<file path="src/fcs_params.svh">
// Constants for the four-channel sample sequencer
`ifndef FCS_PARAMS_SVH
`define FCS_PARAMS_SVH

// =====================================================================
// Clocking and timing
`define FCS_CLK_PERIOD_NS 10
`define FCS_SYS_CLK_HZ 100000000
`define FCS_CONV_CLK_HZ 2500000
`define FCS_CONV_DIV (`FCS_SYS_CLK_HZ / `FCS_CONV_CLK_HZ)
`define FCS_MAX_CONV_NS 32500
`define FCS_MAX_CONV_CYCLES (`FCS_MAX_CONV_NS / `FCS_CLK_PERIOD_NS)
`define FCS_SEQ_TICKS_MIN 78
`define FCS_SEQ_TICKS_MAX 79

// =====================================================================
// Sequence layout
`define FCS_RES_BITS 12
`define FCS_CHANNELS 4
`define FCS_CHAN_TICKS 19
`define FCS_SAR_FIRST_TICK 1
`define FCS_SAR_LAST_TICK 12
`define FCS_STORE_TICK 18
`define FCS_LAST_CHAN 2'h3

// =====================================================================
// Reset values and code points
`define FCS_TRIAL_START 12'h800
`define FCS_RESULT_RST 12'h000
`define FCS_MSB 11

`endif

</file>
<file path="src/fcs_pkg.sv">
// Types shared by the sequencer and its converter core
`default_nettype none
`include "fcs_params.svh"

package fcs_pkg;

    typedef enum logic [1:0] {FCS_IDLE, FCS_ALIGN, FCS_CONVERT, FCS_FINISH} fcs_phase_t;

    typedef struct packed {
        logic busy;
        logic [3:0] idx;
        logic [`FCS_RES_BITS-1:0] trial;
        logic [`FCS_RES_BITS-1:0] code;
    } fcs_sar_t;

    typedef struct packed {
        fcs_phase_t phase;
        logic trigMeta;
        logic trigSync;
        logic trigPrev;
        logic csMeta;
        logic csSync;
        logic rdMeta;
        logic rdSync;
        logic rdPrev;
        logic cmpMeta;
        logic cmpSync;
        logic [7:0] divCnt;
        logic [4:0] tickCnt;
        logic [1:0] chan;
        logic [1:0] ptr;
        logic [`FCS_CHANNELS-1:0][`FCS_RES_BITS-1:0] results;
        logic readyN;
        logic hold;
        logic [`FCS_RES_BITS-1:0] busOut;
        logic busOe;
    } fcs_top_t;

endpackage

`default_nettype wire

</file>
<file path="src/fcs_sar.sv">
// Successive-approximation core producing two's-complement codes
`default_nettype none
`include "fcs_params.svh"

module fcs_sar #(
    parameter int BITS = `FCS_RES_BITS
) (
    input wire logic clk_sys, // System clock
    input wire logic rst, // Async reset, active high
    input wire logic start, // Begin a new channel
    input wire logic step, // One conversion clock decision
    input wire logic compHigh, // Held input at or above trial level
    output logic [`FCS_RES_BITS-1:0] trialCode, // Trial level to the DAC
    output logic [`FCS_RES_BITS-1:0] code // Last finished code
);

    generate
        if (BITS != `FCS_RES_BITS)
        begin : g_bits_chk
            $error("fcs_sar supports only the fixed result width");
        end
    endgenerate

    fcs_pkg::fcs_sar_t sReg;
    fcs_pkg::fcs_sar_t sNext;
    logic [`FCS_RES_BITS-1:0] decided;

    // =================================================================
    // Bit decisions
    always_comb
    begin
        sNext = sReg;
        decided = sReg.trial;
        if (!compHigh)
        begin
            decided[sReg.idx] = 1'b0;
        end
        if (start)
        begin
            sNext.busy = 1'b1;
            sNext.idx = 4'(BITS - 1);
            sNext.trial = `FCS_TRIAL_START;
        end
        else if (step && sReg.busy)
        begin
            sNext.trial = decided;
            if (sReg.idx == 4'h0)
            begin
                sNext.busy = 1'b0;
                // Offset binary to two's complement: midscale becomes zero
                sNext.code = {~decided[`FCS_MSB], decided[`FCS_MSB-1:0]};
            end
            else
            begin
                sNext.trial[sReg.idx - 4'h1] = 1'b1;
                sNext.idx = sReg.idx - 4'h1;
            end
        end
    end

    always_ff @(posedge clk_sys or posedge rst)
    begin
        if (rst)
        begin
            sReg <= '0;
        end
        else
        begin
            sReg <= sNext;
        end
    end

    assign trialCode = sReg.trial;
    assign code = sReg.code;

endmodule

`default_nettype wire

</file>
<file path="src/fcs_sequencer.sv">
// Four-channel simultaneous-sampling sequencer with implicit readout
//
// Overview of operation
// - Trigger rising edge starts a sequence
// - All four holds freeze on that edge
// - Channels convert in order one to four
// - Each channel result kept in own register
// - Ready flag falls after all four done
// - Sequence takes 78 or 79 conversion clocks
// - Trigger to ready within 32.5 us
// - Four reads at one address, internal pointer
// - Reads return channel one, two, three, four
// - No direct selection of a result register
// - Results are 12-bit two's complement words
// - Code changes all ones to zero at ground
// - Most positive code is 0111 1111 1111
// - Most negative code is 1000 0000 0000
// - Ready returns high on first read strobe fall
// - Trigger rising edge resets the read pointer
// - Outputs driven only with select and read low
`default_nettype none
`include "fcs_params.svh"

module fcs_sequencer #(
    parameter int CONV_DIV = `FCS_CONV_DIV
) (
    input wire logic clk_sys, // System clock, 100 MHz
    input wire logic rst, // Async reset, active high
    input wire logic conversion_trigger_n, // Conversion trigger pin
    input wire logic chipSelectN, // Chip select pin
    input wire logic readStrobeN, // Read strobe pin
    input wire logic compHigh, // Comparator result pin
    output logic holdMode, // High while the four holds are frozen
    output logic [1:0] muxSel, // Channel under conversion
    output logic [`FCS_RES_BITS-1:0] dacCode, // Trial level
    output logic conversionDoneN, // Ready flag, low when results wait
    output logic [`FCS_RES_BITS-1:0] result_bus, // Read data
    output logic resultBusOe // Read data drive enable
);

    generate
        if (CONV_DIV < 2 || CONV_DIV > 256)
        begin : g_div_chk
            $error("CONV_DIV must lie between 2 and 256");
        end
    endgenerate

    fcs_pkg::fcs_top_t sReg;
    fcs_pkg::fcs_top_t sNext;
    logic tick;
    logic trigRise;
    logic rdFall;
    logic rdRise;
    logic sarStart;
    logic sarStep;
    logic [`FCS_RES_BITS-1:0] sarCode;

    assign tick = (sReg.divCnt == 8'(CONV_DIV - 1));
    assign trigRise = sReg.trigSync && !sReg.trigPrev;
    assign rdFall = sReg.rdPrev && !sReg.rdSync;
    assign rdRise = !sReg.rdPrev && sReg.rdSync;
    assign sarStart = tick && sReg.phase == fcs_pkg::FCS_CONVERT && sReg.tickCnt == 5'h0;
    assign sarStep = tick && sReg.phase == fcs_pkg::FCS_CONVERT
        && sReg.tickCnt >= 5'(`FCS_SAR_FIRST_TICK) && sReg.tickCnt <= 5'(`FCS_SAR_LAST_TICK);

    fcs_sar #(
        .BITS(`FCS_RES_BITS)
    ) fcs_sar_i (
        .clk_sys(clk_sys),
        .rst(rst),
        .start(sarStart),
        .step(sarStep),
        .compHigh(sReg.cmpSync),
        .trialCode(dacCode),
        .code(sarCode)
    );

    // =================================================================
    // Next state
    always_comb
    begin
        sNext = sReg;
        // Pins cross into the clock domain through two flops each
        sNext.trigMeta = conversion_trigger_n;
        sNext.trigSync = sReg.trigMeta;
        sNext.trigPrev = sReg.trigSync;
        sNext.csMeta = chipSelectN;
        sNext.csSync = sReg.csMeta;
        sNext.rdMeta = readStrobeN;
        sNext.rdSync = sReg.rdMeta;
        sNext.rdPrev = sReg.rdSync;
        sNext.cmpMeta = compHigh;
        sNext.cmpSync = sReg.cmpMeta;
        sNext.divCnt = tick ? 8'h00 : sReg.divCnt + 8'h01;

        case (sReg.phase)
            fcs_pkg::FCS_IDLE:
            begin
                // A retrigger mid-sequence is the host's fault and is ignored
                if (trigRise)
                begin
                    sNext.phase = fcs_pkg::FCS_ALIGN;
                    sNext.hold = 1'b1;
                    sNext.ptr = 2'h0;
                    sNext.chan = 2'h0;
                    sNext.tickCnt = 5'h0;
                    sNext.readyN = 1'b1;
                end
            end
            fcs_pkg::FCS_ALIGN:
            begin
                // Waiting for the next clock tick gives the 78/79 spread
                if (tick)
                begin
                    sNext.phase = fcs_pkg::FCS_CONVERT;
                end
            end
            fcs_pkg::FCS_CONVERT:
            begin
                if (tick)
                begin
                    if (sReg.tickCnt == 5'(`FCS_STORE_TICK))
                    begin
                        sNext.results[sReg.chan] = sarCode;
                        sNext.tickCnt = 5'h0;
                        if (sReg.chan == `FCS_LAST_CHAN)
                        begin
                            sNext.phase = fcs_pkg::FCS_FINISH;
                        end
                        else
                        begin
                            sNext.chan = sReg.chan + 2'h1;
                        end
                    end
                    else
                    begin
                        sNext.tickCnt = sReg.tickCnt + 5'h1;
                    end
                end
            end
            fcs_pkg::FCS_FINISH:
            begin
                if (tick)
                begin
                    sNext.phase = fcs_pkg::FCS_IDLE;
                    sNext.hold = 1'b0;
                    sNext.readyN = 1'b0;
                end
            end
            default:
            begin
                sNext.phase = fcs_pkg::FCS_IDLE;
            end
        endcase

        // Readout only in idle so the pointer stays put while converting
        // A trigger in the same cycle wins, so the pointer rewind is never lost
        if (sReg.phase == fcs_pkg::FCS_IDLE && !sReg.csSync && !trigRise)
        begin
            if (rdFall)
            begin
                sNext.readyN = 1'b1;
            end
            if (rdRise)
            begin
                sNext.ptr = sReg.ptr + 2'h1;
            end
        end
        sNext.busOe = !sReg.csSync && !sReg.rdSync;
        // Only the pointer picks the word; there is no address input
        sNext.busOut = sReg.results[sReg.ptr];
    end

    always_ff @(posedge clk_sys or posedge rst)
    begin
        if (rst)
        begin
            sReg <= '0;
            sReg.phase <= fcs_pkg::FCS_IDLE;
            sReg.trigMeta <= 1'b1;
            sReg.trigSync <= 1'b1;
            sReg.trigPrev <= 1'b1;
            sReg.csMeta <= 1'b1;
            sReg.csSync <= 1'b1;
            sReg.rdMeta <= 1'b1;
            sReg.rdSync <= 1'b1;
            sReg.rdPrev <= 1'b1;
            sReg.readyN <= 1'b1;
        end
        else
        begin
            sReg <= sNext;
        end
    end

    assign holdMode = sReg.hold;
    assign muxSel = sReg.chan;
    assign conversionDoneN = sReg.readyN;
    assign result_bus = sReg.busOut;
    assign resultBusOe = sReg.busOe;

    // =================================================================
    // Checks
    // Limit scales with the conversion clock divide
    localparam int MaxCycles = (`FCS_MAX_CONV_NS * CONV_DIV) / (`FCS_CLK_PERIOD_NS * `FCS_CONV_DIV);
    logic [15:0] elapsedReg;
    logic [6:0] ticksReg;
    logic seqOn;
    assign seqOn = sReg.phase != fcs_pkg::FCS_IDLE;

    always_ff @(posedge clk_sys or posedge rst)
    begin
        if (rst)
        begin
            elapsedReg <= 16'h0000;
            ticksReg <= 7'h00;
        end
        else
        begin
            elapsedReg <= seqOn ? elapsedReg + 16'h0001 : 16'h0000;
            ticksReg <= seqOn ? ticksReg + 7'(tick) : 7'h00;
        end
    end
endmodule

`default_nettype wire

</file>
<file path="config.mk">
export PLATFORM = sky130hd
export DESIGN_NAME = fcs_sequencer
export DESIGN_NICKNAME = d
export VERILOG_FILES = /design/src/fcs_pkg.sv /design/src/fcs_sar.sv /design/src/fcs_sequencer.sv
export VERILOG_INCLUDE_DIRS = /design/src
export SDC_FILE = /design/constraint.sdc
export NUM_CORES = 1
export LEC_CHECK = 0
export ABC_CLOCK_PERIOD_IN_PS = 4160
export BUFFER_PORTS_ARGS = -buffer_cell sky130_fd_sc_hd__buf_2
export CORE_MARGIN = 4
export CORE_UTILIZATION = 45
export CTS_CLUSTER_SIZE = 10
export DETAILED_ROUTE_END_ITERATION = 7
export PLACE_DENSITY_LB_ADDON = 0.1
export SLEW_MARGIN = 20
export SYNTH_ARGS = -nofsm -noshare
export SYNTH_HDL_FRONTEND = slang
export SYNTH_HIERARCHICAL = 1
export SYNTH_SLANG_ARGS = --single-unit
export TNS_END_PERCENT = 20
</file>
<file path="constraint.sdc">
create_clock -name clk_sys -period 4.16 [get_ports clk_sys]
set_input_delay 0.416 -clock clk_sys [delete_from_list [all_inputs] [get_ports clk_sys]]
set_output_delay 0.416 -clock clk_sys [all_outputs]
set_load 0.05 [all_outputs]
</file>
==> Implementation_results.wiki, run 1 <==
{| class="wikitable"
! Metric !! Value
|-
| Worst setup path endpoint || fcs_sar_i/code[8]
|-
| Layout Area Growth over Synthesis || 10.7%
|-
| Count of clock tree sinks || 121
|-
| GP Congestion || 0.805
|-
| Complex-gate fraction of the synthesized area || 0.0638
|-
| Net load switching power || 0.924 mW
|-
| Final setup vio count || 0
|-
| Crit path launch type || register
|-
| Worst endpoint required time || between 4000 and 5000 ps
|-
| Number of clock buffers inserted by TritonCTS || 17
|-
| Layer carrying the most global-route usage || met2
|-
| Clock-pin transition on the worst setup and hold timing paths || 50 ps
|-
| Final clock period utilization by the worst path || 0.752
|-
| Post-CTS repair timing setup buffer count || 0
|-
| Per-cell via count in the routed design || 5.20
|-
| Hold crit path type || input pin to async pin
|-
| Placeable Area || around 13000 sq um
|-
| CP endpoint kind || register
|-
| Clock tree from TritonCTS || done
|-
| Initial antenna violation count || 0
|-
| Adder and majority gate portion of the synthesized area || 0.0277
|-
| Pre-CTS setup slack || 1040 ps
|-
| Total count of hold-check failures in the final report || 0
|-
| Number of library cell types mapped by synthesis || 57
|-
| Insertion delay of the later-clocked pin in the worst-skew pair || 410 ps
|-
| Setup crit start || sReg[79]
|-
| Part of the total power dissipated in combinational logic || 0.131
|-
| Avg Cell Area, Syn || 13.2 sq um
|-
| Total die area || 14900 sq um
|-
| Peak supply drop || 0.000358 V
|-
| Slew headroom || 0.387
|-
| Peak Freq || approximately 320 MHz
|-
| Post-Synthesis Cell Area || around 6000 sq um
|-
| Arr. time, crit path || ~3400 ps
|-
| Post-Synth XOR/XNOR Area || 0.00896
|-
| Basic-gate share of the synthesized area counting and, or, nand and nor cells || 0.0967
|-
| Global routing usage on met2 || 0.230
|-
| Static leakage || approximately 3 nW
|-
| Count of hold buffers inserted by post-cts repair || 0
|-
| Dpl cells || 596
|-
| Worst flop-to-flop path startpoint || sReg[79]
|-
| Number of slew-limit violations in the final report || 0
|-
| Type of the setup path with the least slack || register to register
|-
| Mux cell area share after synthesis || 0.199
|-
| Worst-Margin Slew || about 920 ps
|-
| Area share of the largest cell type after synthesis || 0.478
|-
| Boundary pin count || 35
|-
| Max Cap Violations || 0
|-
| Count of synthesis-stage warnings from yosys || 6
|-
| Total wire length || 10700 um
|-
| Finished layout cell area || 6490 sq um
|-
| Internal power of the cells || 2.51 mW
|-
| Wire length of the first global-routing pass || 17800 um
|-
| Starting DRT DRC Count || between 150 and 200
|-
| Run status || complete, no violations
|-
| Routed length per placed instance || 17.0 um
|-
| Filler instances || 1071
|-
| Die outline width || 122 um
|-
| Largest clock skew in the final design || just over 10 ps
|-
| Yosys top cell by area || dfrtp_1
|-
| Portion of the post-synthesis area used by sequential elements || 0.518
|-
| Finished Layout Cells || 628
|-
| Die extent in y || 122 um
|-
| Length of the first detailed-routing pass in iterations || 5
|-
| Routed via count || 3266
|-
| #FFs+latches synth || between 100 and 150
|-
| Largest net degree at the start of global routing || 50
|-
| Via count of the first global-routing pass || 3364
|-
| Multi-input gate area || 2320 sq um
|-
| Antenna diode count || 0
|-
| Root buffer selected by CTS || clkbuf_16
|-
| Antenna Nets Post-Route || 0
|-
| Met1 GRT Util || 0.223
|-
| Cell Pwr Density || 530 nW/um^2
|-
| Worst reg2reg path endpoint || fcs_sar_i/code[8]
|-
| Minimum clock period after layout || roughly 3100 ps
|-
| Count of buffers inserted at the top-level ports || 34
|-
| Total global routing track utilization || 0.158
|-
| Number of cells upsized or downsized after cts || 0
|-
| Total area of sequential cells || 3040 sq um
|-
| Count of mapped cells out of synthesis || approximately 450
|-
| Final-layout setup total negative slack || 0 ps
|-
| Deepest clock path buffer count || 2
|-
| Sum of net half-perimeters after detailed placement || 6980 um
|-
| Net Sw Frac || 0.269
|-
| Worst Slack Setup Final || 1030 ps
|-
| Overflow after GRT || 0
|-
| Number of H-tree levels || 4
|-
| Proportion of register bits with asynchronous set or reset after synthesis || 1.00
|-
| Rows || 41
|-
| Effective utilization at floorplan || 0.463
|-
| Fraction of final layout cells sized beyond drive strength 1 || 0.353
|-
| Main combinational cell family by area after synthesis || multiplexers
|-
| Fraction of power consumed by the clock network || 0.467
|-
| Number of cell instances on the worst register-to-register path || 7
|-
| Total nets after synthesis || 464
|-
| Area of placed instances || 5840 sq um
|-
| Met3 GRT Util || 0.0446
|-
| Primary flip-flop cell chosen by synthesis mapping || dfrtp_1
|-
| Residual DRC count || 0
|-
| Share of total power in sequential cells || 0.402
|-
| Biggest area contributors in the synthesized netlist || dfrtp_1, mux2_4, buf_4
|-
| Number of enable-type register cells in the synthesized netlist || 0
|-
| Setup repair after global routing missed its margin || no
|-
| Register-to-register path setup slack || about 1000 ps
|-
| Highest net fanout along the worst path || 12
|-
| Final Hold Slack || 96.9 ps
|-
| # nets final || 462
|}
-- critical path: stages (launching register included) --
cell and delay (ps):
dfrtp_1 400, or4_4 580, nor2_1 350, nand2_1 140, nor3_1 430, nand2b_4 120
or4_4 660, mux2_4 340
-- metrics by stage --
stage,total power [mW],util
6_report,3.44,0.512
3_3_place_gp,1.85,0.461
4_1_cts,3.48,0.512
2_1_floorplan,1.74,-
5_1_grt,3.59,0.512
3_5_place_dp,1.85,0.461
-- cell usage after synthesis, drive strengths merged, types with 7 or more instances --
cell,number
nand3,7
and3,8
buf,45
mux4,12
o21ai,18
mux2,57
a31oi,7
dfrtp,112
mux2i,8
a21oi,15
ha,13
inv,18
nor2,15
nand2,22
clkbuf,13
dfstp,9
-- layout make-up --
cell class              count  area share
inverters                  18      0.0106
repair buffers             37      0.0297
well taps                 172      0.0332
clock buffers              20      0.0704
multi-input cells         248       0.358
flip-flops and latches    121       0.468
clock inverters            12      0.0303
-- layout by cell type (no fill, tap or decap), types with 4 or more instances in the layout --
master	count
clkinv_2	4
mux2i_1	8
and3_1	4
mux4_2	12
bufinv_16	5
mux2_4	46
dfrtp_1	112
nand4_1	4
o21ai_0	17
ha_1	13
dfstp_2	9
clkbuf_16	17
nor3_1	4
inv_1	16
a31oi_1	7
buf_2	34
and3_4	4
nand3_1	7
xor2_1	4
nand2_1	22
mux2_2	11
a21oi_1	15
o31ai_1	4
nor2_1	15
nand2b_1	4
nand3b_1	5
-- power groups by stage --
stage	registers [mW]	clock network, mW	logic, mW
final	1.38	1.61	0.450
after floorplan	1.33	0	0.418
after CTS	1.38	1.64	0.455
after global routing	1.40	1.69	0.500
after global placement	1.40	0	0.446
after detailed placement	1.40	0	0.453
-- cell families (layout without fill, tap and decap cells) --
logic type / after synthesis / in the layout
and+or+nand+nor: 93 / 93
muxes: 77 / 77
buffers and inverters: 76 / 87
xor gates and xnor gates: 6 / 6
DFF: 121 / 121
AOI/OAI and AO/OA: 59 / 59
adders and majority gates: 13 / 13
-- how the worst min path moves through the flow --
stage | end | slack, ps | startpoint | depth (start not counted)
final | fcs_sar_i/code[3] | 100 | rst | 2
after global routing | sNext[85] | 80 | chipSelectN | 1
after CTS | sNext[85] | 80 | chipSelectN | 1
after detailed placement | sReg[80] | 340 | sNext[80] | 0
after global placement | sReg[80] | 330 | sNext[80] | 0
after floorplan | sReg[80] | 330 | sNext[80] | 0
-- flip-flops by register name, indices dropped and copies added (netlist names) --
| name | count |
|---|---|
| sReg | 69 |
| holdMode | 1 |
| muxSel | 2 |
| fcs_sar_i/trialCode | 12 |
| fcs_sar_i/code | 12 |
| result_bus | 12 |
| conversionDoneN | 1 |
| fcs_sar_i/sReg | 5 |
| resultBusOe | 1 |
| sNext | 6 |
-- per-layer routing --
layer,vias to the layer above,share of wire
li1,1553,-
met1,1647,0.50
met2,53,0.45
met3,13,0.035
met4,0,0.014
met5,-,0
Power figures use the tool's default switching activity.
==> inputs of run 2 (changes only) <==
- ABC_CLOCK_PERIOD_IN_PS: 4160 -> 3000
- clock period: 4.16 -> 3 ns (I/O delays scaled with it)
==> run 2 against run 1 <==
  * The flow now finishes with violations (hold timing)
  * Critical path type unchanged
  * Clock skew down 6.3 ps
  * Sequential power rose by 38%
  * Combinational power up 40%
  * Core utilization fell by 0.41 points
  * Global-route usage is 0.23 points higher
  * Worst setup slack lost 850 ps
  * Die area unchanged
  * Final cell count up 0.64%
  * Sequential cell count stayed put
  * Non-clock buffer count grew 6
  * Sequential share of layout area increased by 0.38 points
  * Clock power rose by 14%
==> Implementation_results.wiki, run 2 (synthesized netlist as in run 1, its figures left out) <==
{| class="wikitable"
! Metric !! Value
|-
| Run status || complete, but fails checks
|-
| Failing checks || hold timing
|-
| Crit path launch type || register
|-
| Total global routing track utilization || 0.160 (+0.00227)
|-
| Share of total power in sequential cells || 0.436 (+0.034)
|-
| Type of the setup path with the least slack || register to register
|-
| Internal power of the cells || 3.18 mW (+26%)
|-
| Arr. time, crit path || 3110 ps (-310 ps)
|-
| Number of slew-limit violations in the final report || 0 (unchanged)
|-
| Layout Area Growth over Synthesis || 9.77%
|-
| Post-CTS repair timing setup buffer count || 0 (unchanged)
|-
| Hold crit path type || input pin to async pin
|-
| Die extent in y || 122 um (unchanged)
|-
| Boundary pin count || 35 (unchanged)
|-
| Number of flip-flops in the largest register || 69 (unchanged)
|-
| Peak Freq || 354 MHz (+11%)
|-
| Minimum clock period after layout || 2820 ps (-307 ps)
|-
| Fraction of final layout cells sized beyond drive strength 1 || 0.337 (-0.0161)
|-
| Fraction of power consumed by the clock network || 0.420 (-0.047)
|-
| Max Cap Violations || 0 (unchanged)
|-
| Placeable Area || 12700 sq um (unchanged)
|-
| Antenna Nets Post-Route || 0 (unchanged)
|-
| Clock tree from TritonCTS || done
|-
| Number of H-tree levels || 4 (unchanged)
|-
| Slew headroom || 0.389 (+0.00246)
|-
| Residual DRC count || 0 (unchanged)
|-
| Initial antenna violation count || 0 (unchanged)
|-
| Peak supply drop || 0.000500 V (+40%)
|-
| Total wire length || 10700 um (+0.11%)
|-
| Highest net fanout along the worst path || 12 (unchanged)
|-
| Worst-Margin Slew || 916 ps (-3.69 ps)
|-
| Overflow after GRT || 0 (unchanged)
|-
| Die outline width || 122 um (unchanged)
|-
| Root buffer selected by CTS || clkbuf_16
|-
| Number of cells upsized or downsized after cts || 0 (unchanged)
|-
| GP Congestion || 0.811 (+0.77%)
|-
| Final clock period utilization by the worst path || 0.940 (+0.188)
|-
| # nets final || 468 (+1.3%)
|-
| Register ranked first by flip-flop count || sReg
|-
| Per-cell via count in the routed design || 5.27 (+1.4%)
|-
| CP endpoint kind || register
|-
| Via count of the first global-routing pass || 3394 (+0.89%)
|-
| Deepest clock path buffer count || 2 (unchanged)
|-
| Starting DRT DRC Count || 151 (-18%)
|-
| Static leakage || 3.03 nW (-0.62%)
|-
| Count of clock tree sinks || 121 (unchanged)
|-
| Final-layout setup total negative slack || 0 ps (unchanged)
|-
| Total count of hold-check failures in the final report || 29 (+29)
|-
| Number of clock buffers inserted by TritonCTS || 17 (unchanged)
|-
| Part of the total power dissipated in combinational logic || 0.144 (+0.013)
|-
| Net load switching power || 1.21 mW (+31%)
|-
| Rows || 41 (unchanged)
|-
| Insertion delay of the later-clocked pin in the worst-skew pair || 410 ps (about the same)
|-
| Net Sw Frac || 0.276 (+0.00721)
|-
| Most frequent standard cell in the layout excluding fill and tap cells || dfrtp_1
|-
| Sum of net half-perimeters after detailed placement || 7070 um (+1.2%)
|-
| Setup crit start || sReg[79]
|-
| Most used cells in the layout excluding fill and tap cells || dfrtp_1, mux2_4, buf_2, nand2_1
|-
| Count of buffers inserted at the top-level ports || 34 (unchanged)
|-
| Routed length per placed instance || 16.9 um (-0.52%)
|-
| Routed via count || 3333 (+2.1%)
|-
| Cell Pwr Density || 681 nW/um^2 (+29%)
|-
| Setup repair after global routing missed its margin || no
|-
| Largest net degree at the start of global routing || 50 (unchanged)
|-
| Count of hold buffers inserted by post-cts repair || 4 (+4)
|-
| Worst endpoint required time || 3290 ps (-1160 ps)
|-
| Worst flop-to-flop path startpoint || sReg[79]
|-
| Final setup vio count || 0 (unchanged)
|-
| Wire length of the first global-routing pass || 18100 um (+1.6%)
|-
| Total die area || 14900 sq um (unchanged)
|-
| Largest clock skew in the final design || 3.74 ps (-6.31 ps)
|-
| Overall Power || 4.39 mW (+28%)
|-
| Antenna diode count || 0 (unchanged)
|-
| Clock-pin transition on the worst setup and hold timing paths || 50 ps (about the same)
|-
| Length of the first detailed-routing pass in iterations || 4 (-1)
|-
| Final Hold Slack || -16.8 ps (-114 ps)
|-
| Effective utilization at floorplan || 0.463 (unchanged)
|}
-- run 2: cell count changes in the layout (fill, tap and decap cells not counted), moves of 3 or more --
cell           change
clkbuf_1           +6
bufinv_16          -4
dlygate4sd3_1      +4
clkinvlp_4         -3
-- run 2: layer usage --
metal  share of wire  track usage  wire, um  vias up
met2            0.47        0.240      4980       62
met4           0.016       0.0742       171        0
li1                -            -         -     1571
met3           0.040       0.0427       430       14
met1            0.48        0.218      5100     1686
met5               0            0         0        -
-- run 2: path summary, 6_finish.rpt --
| check | end | slack (ps) | cells past startpoint |
|---|---|---|---|
| setup / recovery | fcs_sar_i/code[5] | 180 | 8 |
| hold / removal | fcs_sar_i/trialCode[3] | -20 | 2 |
| setup reg to reg | fcs_sar_i/code[5] | 180 | 8 |
| hold reg to reg | sReg[80] | 350 | 0 |
| max in group asynchronous | sNext[85] | 2220 | 3 |
| min in group clk_sys | sReg[80] | 350 | 0 |
-- run 2: power by group through the flow --
stage	combinational [mW]	sequential (mW)	clock, mW
4_1_cts	0.638	1.92	1.89
6_report	0.632	1.91	1.84
5_1_grt	0.707	1.94	1.97
3_3_place_gp	0.627	1.94	0
2_1_floorplan	0.579	1.84	0
3_5_place_dp	0.630	1.95	0
-- run 2: final cells by class --
cell class | count | area (sq um)
clock buffer | 27 | 493
clock inverter | 3 | 40.0
fill | 1132 | 6230
inverter | 18 | 68.8
multi-input combinational | 248 | 2320
sequential | 121 | 3040
tap | 172 | 215
timing repair buffer | 43 | 260
-- run 2: worst max-delay path, cell delays in order (launching register included) --
cell,delay [ps]
dfrtp_1,400
or4_4,580
nor2_1,140
nand2_1,110
nor3_1,180
buf_4,210
nand2b_4,80
or4_4,650
mux2_4,340
-- run 2: metrics by stage --
| step | utilization | setup WS (ps) | hold slack [ps] | std cells | instance area (sq um) |
|---|---|---|---|---|---|
| 2_1_floorplan | - | 157 | 304 | 445 | 5860 |
| 3_3_place_gp | 0.463 | 209 | 331 | 598 | 5860 |
| 3_5_place_dp | 0.463 | 178 | 341 | 598 | 5860 |
| 4_1_cts | 0.508 | 152 | 45.5 | 632 | 6440 |
| 5_1_grt | 0.508 | 29.9 | 36.8 | 632 | 6440 |
| 6_report | 0.508 | 179 | -16.8 | 632 | 6440 |
